--- config.mk ---
export PLATFORM = sky130hd
export DESIGN_NAME = bpsc_top
export DESIGN_NICKNAME = d
export VERILOG_FILES = /design/src/pkg/bpsc_pkg.sv /design/src/pkg/bpsc_port_if.sv /design/src/core/bpsc_port_pm.sv /design/src/core/bpsc_lowpower.sv /design/src/core/bpsc_top.sv
export VERILOG_INCLUDE_DIRS = /design/src /design/src/pkg
export SDC_FILE = /design/constraint.sdc
export NUM_CORES = 1
export LEC_CHECK = 0
export BUFFER_PORTS_ARGS = -buffer_cell sky130_fd_sc_hd__buf_2
export CORE_MARGIN = 3
export CORE_UTILIZATION = 41
export DETAILED_ROUTE_END_ITERATION = 6
export GPL_TIMING_DRIVEN = 0
export PLACE_DENSITY = 0.87
export SKIP_LAST_GASP = 1
export SLEW_MARGIN = 20
export SYNTH_ARGS = -nofsm -noshare
export SYNTH_HDL_FRONTEND = slang
export SYNTH_HIERARCHICAL = 1
export SYNTH_SLANG_ARGS = --single-unit
--- constraint.sdc ---
create_clock -name clk_sys -period 1.5 [get_ports clk_sys]
set_clock_uncertainty 0.05 [all_clocks]
set_input_delay 0.075 -clock clk_sys [delete_from_list [all_inputs] [get_ports clk_sys]]
set_output_delay 0.075 -clock clk_sys [all_outputs]
set_load 0.005 [all_outputs]
--- src/pkg/bpsc_regs.svh ---
`ifndef BPSC_REGS_SVH
`define BPSC_REGS_SVH

// Power state field codes
`define BPSC_PS_D0          2'h0
`define BPSC_PS_D3HOT       2'h3
// Reset value of the context kept flag: context preserved
`define BPSC_CTX_KEPT_RST   1'b1
// Index of the upstream port
`define BPSC_UP_PORT        0

`endif

--- src/pkg/bpsc_pkg.sv ---
package bpsc_pkg;

  // Device power states of one bridge
  typedef enum logic [1:0] {
    BPSC_D0_UNINIT,
    BPSC_D0_ACTIVE,
    BPSC_D3_HOT,
    BPSC_D3_COLD
  } bpsc_state_t;

  // Classes of a received TLP as presented to a bridge
  typedef enum logic [2:0] {
    BPSC_TLP_CFG0,
    BPSC_TLP_MSG_SELF,
    BPSC_TLP_REQ_OTHER,
    BPSC_TLP_CPL_SELF,
    BPSC_TLP_CPL_THRU
  } bpsc_tlp_t;

  // Decision for a received TLP
  typedef enum logic [1:0] {
    BPSC_ACT_NORMAL,
    BPSC_ACT_UR,
    BPSC_ACT_UC
  } bpsc_act_t;

endpackage

--- src/pkg/bpsc_port_if.sv ---
`timescale 1ns/1ps
interface bpsc_port_if;
  import bpsc_pkg::*;
  logic        pm_wr;
  logic [1:0]  pm_wdata;
  logic        configured;
  logic        power_off;
  logic        tlp_valid;
  logic        tlp_secondary;
  bpsc_tlp_t   tlp_class;
  logic        err_valid;
  logic        err_from_tlp;
  bpsc_state_t state;
  logic        l1_req;
  logic        act_valid;
  bpsc_act_t   act;
  logic        err_send;

  modport ctrl (input pm_wr, pm_wdata, configured, power_off, tlp_valid,
                tlp_secondary, tlp_class, err_valid, err_from_tlp,
                output state, l1_req, act_valid, act, err_send);
  modport top  (output pm_wr, pm_wdata, configured, power_off, tlp_valid,
                tlp_secondary, tlp_class, err_valid, err_from_tlp,
                input state, l1_req, act_valid, act, err_send);
endinterface

--- src/core/bpsc_port_pm.sv ---
`timescale 1ns/1ps
`include "bpsc_regs.svh"
module bpsc_port_pm
  import bpsc_pkg::*;
(
  // Clock and reset
  input  wire logic   clk_sys,
  input  wire logic   sys_rst,
  // Per-port controls and decisions
  bpsc_port_if.ctrl   pif
);

  bpsc_state_t next_state;
  bpsc_act_t   next_act;
  logic        in_d3;
  logic        wr_d0;
  logic        wr_d3;

  assign in_d3 = (pif.state == BPSC_D3_HOT);
  assign wr_d0 = pif.pm_wr && (pif.pm_wdata == `BPSC_PS_D0);
  assign wr_d3 = pif.pm_wr && (pif.pm_wdata == `BPSC_PS_D3HOT);

  // Other codes are unsupported and leave the state alone
  always_comb
  begin
    next_state = pif.state;
    case (pif.state)
      BPSC_D0_UNINIT:
        if (wr_d3)
          next_state = BPSC_D3_HOT;
        else if (pif.configured)
          next_state = BPSC_D0_ACTIVE;
      BPSC_D0_ACTIVE:
        if (wr_d3)
          next_state = BPSC_D3_HOT;
      BPSC_D3_HOT:
        if (pif.power_off)
          next_state = BPSC_D3_COLD;
        else if (wr_d0)
          next_state = BPSC_D0_UNINIT;
      BPSC_D3_COLD:
        next_state = BPSC_D3_COLD;
      default:
        next_state = BPSC_D0_UNINIT;
    endcase
  end

  // TLP handling in D3hot; primary side cfg0 and own messages still served
  always_comb
  begin
    next_act = BPSC_ACT_NORMAL;
    if (in_d3)
    begin
      case (pif.tlp_class)
        BPSC_TLP_CFG0,
        BPSC_TLP_MSG_SELF:
          if (pif.tlp_secondary)
            next_act = BPSC_ACT_UR;
          else
            next_act = BPSC_ACT_NORMAL;
        BPSC_TLP_REQ_OTHER:
          next_act = BPSC_ACT_UR;
        BPSC_TLP_CPL_SELF:
          next_act = BPSC_ACT_UC;
        BPSC_TLP_CPL_THRU:
          next_act = BPSC_ACT_NORMAL;
        default:
          next_act = BPSC_ACT_NORMAL;
      endcase
    end
  end

  // No soft reset on D3hot exit: only the state and l1_req move
  always_ff @(posedge clk_sys)
  begin
    if (sys_rst)
    begin
      pif.state     <= BPSC_D0_UNINIT;
      pif.l1_req    <= 1'b0;
      pif.act_valid <= 1'b0;
      pif.act       <= BPSC_ACT_NORMAL;
      pif.err_send  <= 1'b0;
    end
    else
    begin
      pif.state     <= next_state;
      pif.l1_req    <= (next_state == BPSC_D3_HOT);
      pif.act_valid <= pif.tlp_valid;
      pif.act       <= next_act;
      pif.err_send  <= pif.err_valid &&
                       (!in_d3 || pif.err_from_tlp);
    end
  end

  property p_d3_err_drop;
    @(posedge clk_sys) disable iff (sys_rst)
    (in_d3 && pif.err_valid && !pif.err_from_tlp) |=> !pif.err_send;
  endproperty
  a_d3_err_drop: assert property (p_d3_err_drop)
    else $error("Non-TLP error sent while in D3hot");

  property p_d3_entry;
    @(posedge clk_sys) disable iff (sys_rst)
    (pif.state == BPSC_D0_ACTIVE && wr_d3) |=> in_d3 && pif.l1_req;
  endproperty
  a_d3_entry: assert property (p_d3_entry)
    else $error("Write of D3hot code did not enter D3hot");

  property p_d3_exit;
    @(posedge clk_sys) disable iff (sys_rst)
    (in_d3 && wr_d0 && !pif.power_off) |=>
      pif.state == BPSC_D0_UNINIT && !pif.l1_req;
  endproperty
  a_d3_exit: assert property (p_d3_exit)
    else $error("Write of D0 code did not leave D3hot");

  property p_bad_code;
    @(posedge clk_sys) disable iff (sys_rst)
    (pif.pm_wr && !wr_d0 && !wr_d3 && pif.state != BPSC_D0_UNINIT
     && !pif.power_off) |=> $stable(pif.state);
  endproperty
  a_bad_code: assert property (p_bad_code)
    else $error("Unsupported code changed the power state");

  property p_cfg0_ok;
    @(posedge clk_sys) disable iff (sys_rst)
    (in_d3 && pif.tlp_valid && !pif.tlp_secondary &&
     pif.tlp_class == BPSC_TLP_CFG0) |=> pif.act == BPSC_ACT_NORMAL;
  endproperty
  a_cfg0_ok: assert property (p_cfg0_ok)
    else $error("Type 0 config refused in D3hot");

  property p_sec_ur;
    @(posedge clk_sys) disable iff (sys_rst)
    (in_d3 && pif.tlp_valid && pif.tlp_secondary &&
     pif.tlp_class inside {BPSC_TLP_CFG0, BPSC_TLP_MSG_SELF,
     BPSC_TLP_REQ_OTHER}) |=> pif.act_valid && pif.act == BPSC_ACT_UR;
  endproperty
  a_sec_ur: assert property (p_sec_ur)
    else $error("Secondary request not UR in D3hot");

  property p_cpl_self;
    @(posedge clk_sys) disable iff (sys_rst)
    (in_d3 && pif.tlp_valid && pif.tlp_class == BPSC_TLP_CPL_SELF)
      |=> pif.act == BPSC_ACT_UC;
  endproperty
  a_cpl_self: assert property (p_cpl_self)
    else $error("Completion to bridge not UC in D3hot");

  property p_cpl_thru;
    @(posedge clk_sys) disable iff (sys_rst)
    (pif.tlp_valid && pif.tlp_class == BPSC_TLP_CPL_THRU)
      |=> pif.act == BPSC_ACT_NORMAL;
  endproperty
  a_cpl_thru: assert property (p_cpl_thru)
    else $error("Pass-through completion not routed");

endmodule

--- src/core/bpsc_lowpower.sv ---
`timescale 1ns/1ps
`include "bpsc_regs.svh"
module bpsc_lowpower
  import bpsc_pkg::*;
#(
  parameter int NUM_PORTS = 4
)
(
  // Clock and reset
  input  wire logic                 clk_sys,
  input  wire logic                 sys_rst,
  // Upstream state and acknowledge tracking
  input  wire bpsc_state_t          up_state,
  input  wire logic                 turn_off,
  input  wire logic [NUM_PORTS-1:0] ack_rx,
  input  wire logic [NUM_PORTS-1:0] port_active,
  // Result
  output logic                      low_power
);

  logic [NUM_PORTS-1:0] ack_seen;
  logic [NUM_PORTS-1:0] next_ack_seen;
  logic                 all_acked;
  logic                 up_low;

  // Upstream bit and inactive ports count as acknowledged
  assign next_ack_seen = turn_off ? ack_rx : (ack_seen | ack_rx);
  assign all_acked = &(next_ack_seen | ~port_active |
                       NUM_PORTS'(1 << `BPSC_UP_PORT));
  assign up_low = (up_state == BPSC_D3_HOT) || (up_state == BPSC_D3_COLD);

  always_ff @(posedge clk_sys)
  begin
    if (sys_rst)
    begin
      ack_seen  <= '0;
      low_power <= 1'b0;
    end
    else
    begin
      ack_seen  <= next_ack_seen;
      low_power <= up_low && all_acked;
    end
  end

endmodule

--- src/core/bpsc_top.sv ---
`timescale 1ns/1ps
`include "bpsc_regs.svh"
module bpsc_top
  import bpsc_pkg::*;
#(
  parameter int NUM_PORTS = 4
)
(
  // Clock and reset
  input  wire logic                   clk_sys,
  input  wire logic                   sys_rst,
  // Power state field writes, per port
  input  wire logic [NUM_PORTS-1:0]   pm_wr,
  input  wire logic [NUM_PORTS*2-1:0] pm_wdata,
  input  wire logic [NUM_PORTS-1:0]   configured,
  input  wire logic [NUM_PORTS-1:0]   power_off,
  // Received TLPs, per port
  input  wire logic [NUM_PORTS-1:0]   tlp_valid,
  input  wire logic [NUM_PORTS-1:0]   tlp_secondary,
  input  wire logic [NUM_PORTS*3-1:0] tlp_class,
  // Error events, per port
  input  wire logic [NUM_PORTS-1:0]   err_valid,
  input  wire logic [NUM_PORTS-1:0]   err_from_tlp,
  // Fence protocol
  input  wire logic                   turn_off,
  input  wire logic [NUM_PORTS-1:0]   ack_rx,
  input  wire logic [NUM_PORTS-1:0]   port_active,
  // Results
  output logic [NUM_PORTS*2-1:0]      power_state,
  output logic [NUM_PORTS-1:0]        l1_req,
  output logic [NUM_PORTS-1:0]        act_valid,
  output logic [NUM_PORTS*2-1:0]      act,
  output logic [NUM_PORTS-1:0]        err_send,
  output logic [NUM_PORTS-1:0]        context_kept_flag,
  output logic                        low_power
);

  bpsc_state_t up_state;

  // ----------------------------------------------------------------
  // Per-port controllers, fully independent
  // ----------------------------------------------------------------
  for (genvar i = 0; i < NUM_PORTS; i++)
  begin : g_port
    bpsc_port_if pif ();
    assign pif.pm_wr         = pm_wr[i];
    assign pif.pm_wdata      = pm_wdata[i*2 +: 2];
    assign pif.configured    = configured[i];
    assign pif.power_off     = power_off[i];
    assign pif.tlp_valid     = tlp_valid[i];
    assign pif.tlp_secondary = tlp_secondary[i];
    assign pif.tlp_class     = bpsc_tlp_t'(tlp_class[i*3 +: 3]);
    assign pif.err_valid     = err_valid[i];
    assign pif.err_from_tlp  = err_from_tlp[i];

    bpsc_port_pm u_pm (
      .clk_sys (clk_sys),
      .sys_rst (sys_rst),
      .pif     (pif.ctrl)
    );

    // Outputs come straight from the controller flip-flops
    assign power_state[i*2 +: 2] = pif.state;
    assign l1_req[i]             = pif.l1_req;
    assign act_valid[i]          = pif.act_valid;
    assign act[i*2 +: 2]         = pif.act;
    assign err_send[i]           = pif.err_send;
  end

  // Constant flop: context survives D3hot, nothing clears it
  always_ff @(posedge clk_sys)
  begin
    if (sys_rst)
      context_kept_flag <= {NUM_PORTS{`BPSC_CTX_KEPT_RST}};
  end

  assign up_state = bpsc_state_t'(power_state[`BPSC_UP_PORT*2 +: 2]);

  // ----------------------------------------------------------------
  // Device-wide low power from the upstream port
  // ----------------------------------------------------------------
  bpsc_lowpower #(
    .NUM_PORTS (NUM_PORTS)
  ) u_lp (
    .clk_sys     (clk_sys),
    .sys_rst     (sys_rst),
    .up_state    (up_state),
    .turn_off    (turn_off),
    .ack_rx      (ack_rx),
    .port_active (port_active),
    .low_power   (low_power)
  );

  property p_reset_uninit;
    @(posedge clk_sys)
    sys_rst |=> power_state == '0 && l1_req == '0;
  endproperty
  a_reset_uninit: assert property (p_reset_uninit)
    else $error("Reset did not give D0 uninitialized");

  property p_ctx_kept;
    @(posedge clk_sys) disable iff (sys_rst)
    context_kept_flag == {NUM_PORTS{`BPSC_CTX_KEPT_RST}};
  endproperty
  a_ctx_kept: assert property (p_ctx_kept)
    else $error("Context kept flag lost");

  property p_low_needs_up;
    @(posedge clk_sys) disable iff (sys_rst)
    low_power |-> $past(up_state == BPSC_D3_HOT ||
                        up_state == BPSC_D3_COLD);
  endproperty
  a_low_needs_up: assert property (p_low_needs_up)
    else $error("Low power without upstream low state");

endmodule

==> results of run 1 <==
## Yosys cell counts
library cell and n:
a21oi_1 17, conb_1 1, o311ai_2 1, nand3_1 8
nand2_1 4, inv_1 3, dfxtp_1 32, nor3b_1 5
buf_4 16, nor4_1 8, nor2_1 13, o21ai_1 4
or4b_1 4, nor2b_1 9, nor3_1 4, nand2b_1 8
a31oi_1 4, nor2b_2 1, o21ai_0 8, a211oi_2 1
and4b_1 4
## sequential cells by signal, summed over array words and instances, names as in the netlist
register,flops
u_lp/low_power,1
g_port.u_pm/pif.act_valid,4
g_port.u_pm/pif.act,8
g_port.u_pm/pif.state,8
g_port.u_pm/pif.err_send,4
g_port.u_pm/pif.l1_req,4
u_lp/ack_seen,3
## power by group through the flow
stage / sequential [mW] / combinational (mW) / clock [mW]
CTS: 0.913 / 0.325 / 0.547
floorplan: 0.929 / 0.118 / 0
global route: 0.922 / 0.368 / 0.580
finish: 0.916 / 0.332 / 0.534
global placement: 0.932 / 0.255 / 0
detailed placement: 0.933 / 0.260 / 0
## through the flow
| stage | area [um2] | total power [mW] | setup slack (ns) | hold slack, ns | instances |
|---|---|---|---|---|---|
| global route | 2260 | 1.87 | 0.00667 | 0.0254 | 325 |
| global placement | 1870 | 1.19 | 0.264 | 0.206 | 287 |
| floorplan | 1390 | 1.05 | 0.321 | 0.0941 | 158 |
| finish | 2260 | 1.78 | 0.0904 | 0.0125 | 325 |
| CTS | 2260 | 1.78 | 0.0247 | 0.00198 | 326 |
| detailed placement | 1870 | 1.19 | 0.261 | 0.208 | 287 |
## worst max-delay path, stage by stage
cell	delay, ns
dlygate4sd3_1	0.53
buf_2	0.12
nand2_1	0.05
dlygate4sd3_1	0.56
o21ai_0	0.08
nor4_1	0.17
## final timing paths
path,startpoint,end,slack [ns],depth (start not counted)
worst max-delay path,tlp_class[3],g_port[1].u_pm/pif.act[0]$_SDFF_PP0_,0.09,6
worst min-delay path,tlp_secondary[0],g_port[0].u_pm/pif.act[0]$_SDFF_PP0_,0.01,3
worst max register to register,g_port[2].u_pm/pif.state[0]$_SDFF_PP0_,g_port[2].u_pm/pif.err_send$_SDFF_PP0_,0.10,4
worst min register to register,u_lp/ack_seen[2]$_SDFF_PP0_,u_lp/ack_seen[2]$_SDFF_PP0_,0.46,2
## final cells by class
| class | count | area (um2) | share of cell area |
|---|---|---|---|
| repair buffers | 116 | 736 | 0.325 |
| inverters | 3 | 11.3 | 0.00498 |
| well taps | 44 | 55.1 | 0.0243 |
| flip-flops and latches | 32 | 643 | 0.284 |
| plain buffers | 16 | 120 | 0.0531 |
| multi-input cells | 107 | 631 | 0.279 |
| clock buffers | 7 | 65.1 | 0.0288 |
## routing by layer
layer	up-vias	part of all wire	global-route usage
met1	689	0.38	0.197
met3	5	0.059	0.0457
met2	53	0.55	0.394
li1	790	-	-
met5	-	0	0
met4	0	0.011	0.0728
## cell families after synthesis
| group | count (synthesis) | share of synthesized area |
|---|---|---|
| simple gates | 68 | 0.294 |
| compound gates | 35 | 0.144 |
| flops | 32 | 0.464 |
| buf+inv | 19 | 0.0951 |
| other cells | 1 | 0.00271 |
## timing repair
action / 4_1_cts / 5_1_grt
endpoints found under the hold margin: 21 / 0
endpoints found under the setup margin: 0 / 3
gates resized for setup: 0 / 5
hold buffers: 32 / 0
==> impl_metrics.toml, run 1 <==
[critical_path]
critPathRequiredTime_ns = 1.68
crit_path_max_fanout = 2
path_class = "input pin to register"
worstSetupEndpointType = "register"
crit_arrival_ns = 1.59
startpoint_type = "input pin"

[power_and_ir_drop]
clkPwrFrac = 0.300
p_leak_nw = 1.08
p_per_area_nw_per_um2 = 788
pwr-share-comb = 0.186
peakVddDrop_uv = 508
switching_share = 0.240
p_seq_frac = 0.514
p_switching_mw = 0.428
p_int_mw = 1.35

[synth]
synth_area_um2 = 1380
ys_top_cells_by_area = "dfxtp_1, buf_4, a21oi_1, nor2b_1, nand2b_1"
yosysWarnings = 6
yosys.area.top_type = "dfxtp_1"
ys_seq_area_frac = 0.464
ys_ff_latch = 32
postSynthCellCount = 155
synth.distinct_cells = 21
syn_avg_cell_area_um2 = 8.91
yosysTopAreaCellShare = 0.464

[route]
drc = 0
wl_per_cell_um = 12.2
antenna_left = 0
drt_pass1_iterations = 4
via_per_inst = 4.73
drt-total-wl_mm = 3.97
first_iter_violations = 68
vias = 1537

[sta]
min_period_over_period = 0.940
setup_tns_ns = 0
setup_viol = 0
slew_viol_final = 0
worst_slew_pin_slew_ns = 0.568
finalHoldViolCount = 0
fin_crit_ns = 1.41
rsz0062_at_grt = "no"
relSlewSlack = 0.621
fmax_ghz = 0.709

[clocking]
ctsRootBufferMaster = "clkbuf_4"
clk_pin_slew_ns = 0.09
cts_tree = "done"
clock-sinks = 32
numCtsBuffers = 5
h-tree-depth = 2
cts_buffer_depth = 2
cts_setup_buffers = 0
clkLatencyLatePin_ns = 0.32

[global_route]
grt_max_degree = 33
grt_pass1_wl_mm = 6.23
grt-ovfl-total = 0
first_global_vias = 1463
grtUsageTotal = 0.199
antenna_found_initial = 0

[placement]
dp_hpwl_mm = 2.43
portBuffers = 85
place.gp.congestion = 0.704

[layout]
mostFrequentLayoutCells = "buf_2, dlygate4sd3_1, dfxtp_1"
layout.nets = 340
nFillCells = 246
final_common_cell = "buf_2"
n_antenna_cell = 0
drive_gt1_frac = 0.409
final_util = 0.723
area_delta_synth_final_pct = 63.7

[run_status]
status = "completed"

[job]
drv_cap = 0

[die]
die_y_um = 64.0
initial_core_util = 0.442
rows = 20
die_x_um = 64.0
num_io_pins = 92
die-area_um2 = 4100
fp.coreArea_um2 = 3130

[hold_path]
hp-class = "input pin to register"
No activity file was read; power rests on OpenSTA's default activity.
==> run 2, diff against run 1 <==
==> constraint.sdc (replaced) <==
create_clock -name clk_sys -period 1.45 [get_ports clk_sys]
set_clock_uncertainty 0.05 [all_clocks]
set_input_delay 0.0725 -clock clk_sys [delete_from_list [all_inputs] [get_ports clk_sys]]
set_output_delay 0.0725 -clock clk_sys [all_outputs]
set_load 0.005 [all_outputs]
==> run 2 against run 1 <==
The run now ends with hold timing left. Via count is 0.20% lower. Combinational power is 3% higher. Total power is 3.0% higher. Clock power is 3% higher. Flip-flop and latch count stayed put. Register-to-register slack better by 0.07 ns. Die area stayed put. Critical path depth stayed put. First-iteration DRC count is 2.9% higher. Worst setup slack worse by 0.024 ns. Highest routed layer unchanged.
==> impl_metrics.toml, run 2 (synthesis results as in run 1) <==
[clocking]
cts_buffer_depth = 2
numCtsBuffers = 5
cts_tree = "done"
clock-sinks = 32
ctsRootBufferMaster = "clkbuf_4"
h-tree-depth = 2
clkLatencyLatePin_ns = 0.32
clk_pin_slew_ns = 0.09

[layout]
area_delta_synth_final_pct = 62.2
final_util = 0.716
mostFrequentLayoutCells = "buf_2, dfxtp_1, dlygate4sd3_1"
reg_top3 = "g_port.u_pm/pif.act: 8 flops, g_port.u_pm/pif.state: 8 flops"
nFillCells = 235
drive_gt1_frac = 0.400
final_common_cell = "buf_2"
n_antenna_cell = 0
final_cell_area_um2 = 2240
layout.nets = 339

[power_and_ir_drop]
p_per_area_nw_per_um2 = 819
p_leak_nw = 1.07
peakVddDrop_uv = 512

[route]
wl_per_cell_um = 12.0
vias = 1534
antenna_left = 0
via_per_inst = 4.73
drt_pass1_iterations = 4
first_iter_violations = 70
drc = 0
drt-total-wl_mm = 3.89

[sta]
fin_crit_ns = 1.38
worst_slew_pin_slew_ns = 0.566
slew_viol_final = 0
setup_viol = 0
rsz0062_at_grt = "no"
whs_ns = -0.0567
min_period_over_period = 0.954
fmax_ghz = 0.723
setup_tns_ns = 0
relSlewSlack = 0.622
finalHoldViolCount = 1

[placement]
portBuffers = 85
place.gp.congestion = 0.704
dp_hpwl_mm = 2.43
place_area_um2 = 1870

[global_route]
grt_pass1_wl_mm = 6.16
grt_max_degree = 33
grt_util_met2 = 0.385
top_usage_layer = "met2"
grtUsageTotal = 0.197
grt_util_met3 = 0.0457
grt-ovfl-total = 0
antenna_found_initial = 0
first_global_vias = 1443
grtUsageMet1 = 0.197

[critical_path]
critPathRequiredTime_ns = 1.64
startpoint_type = "input pin"
crit_arrival_ns = 1.57
crit_path_max_fanout = 2
worstSetupEndpointType = "register"
path_class = "input pin to register"

[die]
num_io_pins = 92
fp.coreArea_um2 = 3130
die-area_um2 = 4100
initial_core_util = 0.442
die_y_um = 64.0
rows = 20
die_x_um = 64.0

[job]
drv_cap = 0

[run_status]
status = "finished with violations"
violations = "hold timing"

[hold_path]
hp-class = "input pin to register"
[run 2: cell types whose count changed in the layout (fill, tap and decap cells not counted)]
cell	delta
dfxtp_1	+2
dfxtp_2	-2
nand2b_4	-1
dlygate4sd3_1	-1
nand2b_1	+1
[run 2: final timing paths]
check                                            to                                   start  cells after the start  slack [ns]
min reg2reg             u_lp/ack_seen[2]$_SDFF_PP0_             u_lp/ack_seen[2]$_SDFF_PP0_                      2        0.46
max reg2reg  g_port[1].u_pm/pif.state[1]$_SDFF_PP0_  g_port[1].u_pm/pif.state[0]$_SDFF_PP0_                      3        0.17
max            g_port[3].u_pm/pif.act[0]$_SDFF_PP0_                            tlp_class[9]                      6        0.07
min            g_port[2].u_pm/pif.act[1]$_SDFF_PP0_                            tlp_class[7]                      3       -0.06
[run 2: critical path, stage by stage]
cell,delay (ns)
dlygate4sd3_1,0.53
buf_2,0.12
nand2_1,0.07
o21ai_0,0.07
dlygate4sd3_1,0.56
nor4_1,0.15
[run 2: cell type report]
class | instances | area, um2 | area share
multi-input combinational | 107 | 623 | 0.278
buffer | 16 | 120 | 0.0536
sequential | 32 | 641 | 0.286
inverter | 3 | 11.3 | 0.00503
clock buffer | 7 | 65.1 | 0.0290
timing repair buffer | 115 | 726 | 0.324
tap | 44 | 55.1 | 0.0246
[run 2: power breakdown]
part	leakage [nW]	internal, mW	switching, mW	total [mW]
registers	0.263	0.917	0.0293	0.946
clock network	0.0374	0.275	0.274	0.549
logic	0.769	0.206	0.134	0.341
total	1.07	1.40	0.438	1.84
[run 2: timing repair]
action	in CTS	in global routing
endpoints found under the hold margin	22	1
resized for setup	0	2
endpoints found under the setup margin	0	3
setup buffers	0	0
hold buffers	32	1
[run 2: metal layers]
metal	vias to the layer above	wire (um)
met5	-	0
met4	0	42
met3	5	272
met2	52	2120
met1	687	1460
li1	790	-
[run 2: metrics by stage]
stage	hold WS (ns)	cells	power [mW]	setup WS [ns]
finish	-0.0567	324	1.84	0.0664
global placement	0.204	287	1.23	0.214
CTS	0.00653	326	1.85	0.0630
global route	0.00303	324	1.93	0.00613
floorplan	0.0916	158	1.08	0.271
detailed placement	0.206	287	1.23	0.211
==> run 3, diff against run 2 <==
--- a/config.mk
+++ b/config.mk
@@ -9,6 +9,7 @@
 export BUFFER_PORTS_ARGS = -buffer_cell sky130_fd_sc_hd__buf_2
 export CORE_MARGIN = 3
 export CORE_UTILIZATION = 41
+export CTS_BUF_LIST = sky130_fd_sc_hd__clkbuf_16
 export DETAILED_ROUTE_END_ITERATION = 6
 export GPL_TIMING_DRIVEN = 0
 export PLACE_DENSITY = 0.87
==> run 3 against run 2 <==
Global-route usage is 2.8 points lower. Largest power group unchanged. Worst setup slack gained 0.13 ns. Non-clock buffer count is 18 lower. Cell count is 5.6% lower. Largest cell class unchanged. Utilization shrank 3.7 points. Sequential power hardly changed. Via count shrank 5.1%. Register-to-register slack better by 0.02 ns. Final area shrank 5.1%. Flip-flop and latch count is the same. The flow now finishes without violations.
==> impl_metrics.toml, run 3 (synthesis results as in run 1) <==
[global_route]
grtUsageTotal = 0.169
grt_pass1_wl_mm = 5.43
first_global_vias = 1300
grt-ovfl-total = 0
antenna_found_initial = 0
grt_max_degree = 33

[clocking]
cts_buffer_depth = 2
clkLatencyLatePin_ns = 0.26
numCtsBuffers = 5
ctsRootBufferMaster = "clkbuf_16"
clk_pin_slew_ns = 0.05
cts_tree = "done"
h-tree-depth = 2
clock-sinks = 32
cts_setup_buffers = 0

[layout]
layout.nets = 321
final_common_cell = "buf_2"
final_cell_area_um2 = 2130
area_delta_synth_final_pct = 53.9
reg_top3 = "g_port.u_pm/pif.act: 8 flops, g_port.u_pm/pif.state: 8 flops"
mostFrequentLayoutCells = "buf_2, dfxtp_1, a21oi_1"
drive_gt1_frac = 0.416
n_antenna_cell = 0

[route]
drt-total-wl_mm = 3.40
via_per_inst = 4.76
antenna_left = 0
drt_pass1_iterations = 4
first_iter_violations = 52
drc = 0
vias = 1456
wl_per_cell_um = 11.1

[critical_path]
critPathRequiredTime_ns = 1.53
worstSetupEndpointType = "register"
crit_path_max_fanout = 6
startpoint_type = "register"
path_class = "register to register"
crit_arrival_ns = 1.33

[sta]
finalHoldViolCount = 0
fmax_ghz = 0.795
setup_ws_ns = 0.192
fin_crit_ns = 1.26
whs_ns = 0.00614
min_period_over_period = 0.867
relSlewSlack = 0.619
setup_tns_ns = 0
worst_slew_pin_slew_ns = 0.572
slew_viol_final = 0
rsz0062_at_grt = "no"
setup_viol = 0

[placement]
place_area_um2 = 1870
pre_cts_ws_ns = 0.211
dp_hpwl_mm = 2.43
portBuffers = 85
place.gp.congestion = 0.704

[power_and_ir_drop]
p_leak_nw = 1.02
total_power_mw = 2.17
p_per_area_nw_per_um2 = 1020
peakVddDrop_uv = 702

[die]
rows = 20
die_x_um = 64.0
die_y_um = 64.0
initial_core_util = 0.442
die-area_um2 = 4100
num_io_pins = 92
fp.coreArea_um2 = 3130

[hold_path]
hp-class = "input pin to register"

[job]
drv_cap = 0

[run_status]
status = "completed"
-- run 3: cell count changes in the layout (fill, tap and decap cells not counted), sizes merged --
cell / change
dlygate4sd3: -18
clkbuf: -2
clkinv: +2
-- run 3: layout make-up --
| cell class | count | area [um2] |
|---|---|---|
| sequential | 32 | 641 |
| multi-input combinational | 107 | 621 |
| timing repair buffer | 97 | 546 |
| clock inverter | 2 | 7.51 |
| buffer | 16 | 120 |
| inverter | 3 | 11.3 |
| tap | 44 | 55.1 |
| clock buffer | 5 | 125 |
| fill | 253 | 1000 |
-- run 3: per-stage QoR --
stage               cells   util
detailed placement    287  0.599
global placement      287  0.599
global route          306  0.680
CTS                   306  0.680
finish                306  0.680
floorplan             158      -
-- run 3: critical path, cell delays in order (launching register included) --
cell     delay [ns]
dfxtp_1        0.35
or4b_1         0.51
a21oi_1        0.16
nor3_1         0.06
-- run 3: repair_timing --
action	in CTS	in global routing
endpoints found under the hold margin	16	0
hold buffers	12	0
resized for setup	0	0
-- run 3: metal layers --
metal / part of all wire / vias up / GRT usage
li1: - / 753 / -
met1: 0.41 / 651 / 0.188
met2: 0.50 / 50 / 0.302
met3: 0.084 / 2 / 0.0545
met4: 0.0026 / 0 / 0.0485
met5: 0 / - / 0
-- run 3: path summary, 6_finish.rpt --
| check | end | cells after the start | start | slack (ns) |
|---|---|---|---|---|
| worst max-delay path | g_port[1].u_pm/pif.state[1]$_SDFF_PP0_ | 3 | g_port[1].u_pm/pif.state[0]$_SDFF_PP0_ | 0.19 |
| worst min-delay path | g_port[2].u_pm/pif.act[1]$_SDFF_PP0_ | 3 | tlp_class[6] | 0.006 |
| worst max register to register | g_port[1].u_pm/pif.state[1]$_SDFF_PP0_ | 3 | g_port[1].u_pm/pif.state[0]$_SDFF_PP0_ | 0.19 |
| worst min register to register | u_lp/ack_seen[2]$_SDFF_PP0_ | 2 | u_lp/ack_seen[2]$_SDFF_PP0_ | 0.44 |
-- run 3: where the power goes --
| group | internal, mW | switching, mW | leakage [nW] |
|---|---|---|---|
| logic | 0.173 | 0.124 | 0.696 |
| registers | 0.921 | 0.0285 | 0.263 |
| clock network | 0.610 | 0.311 | 0.0648 |
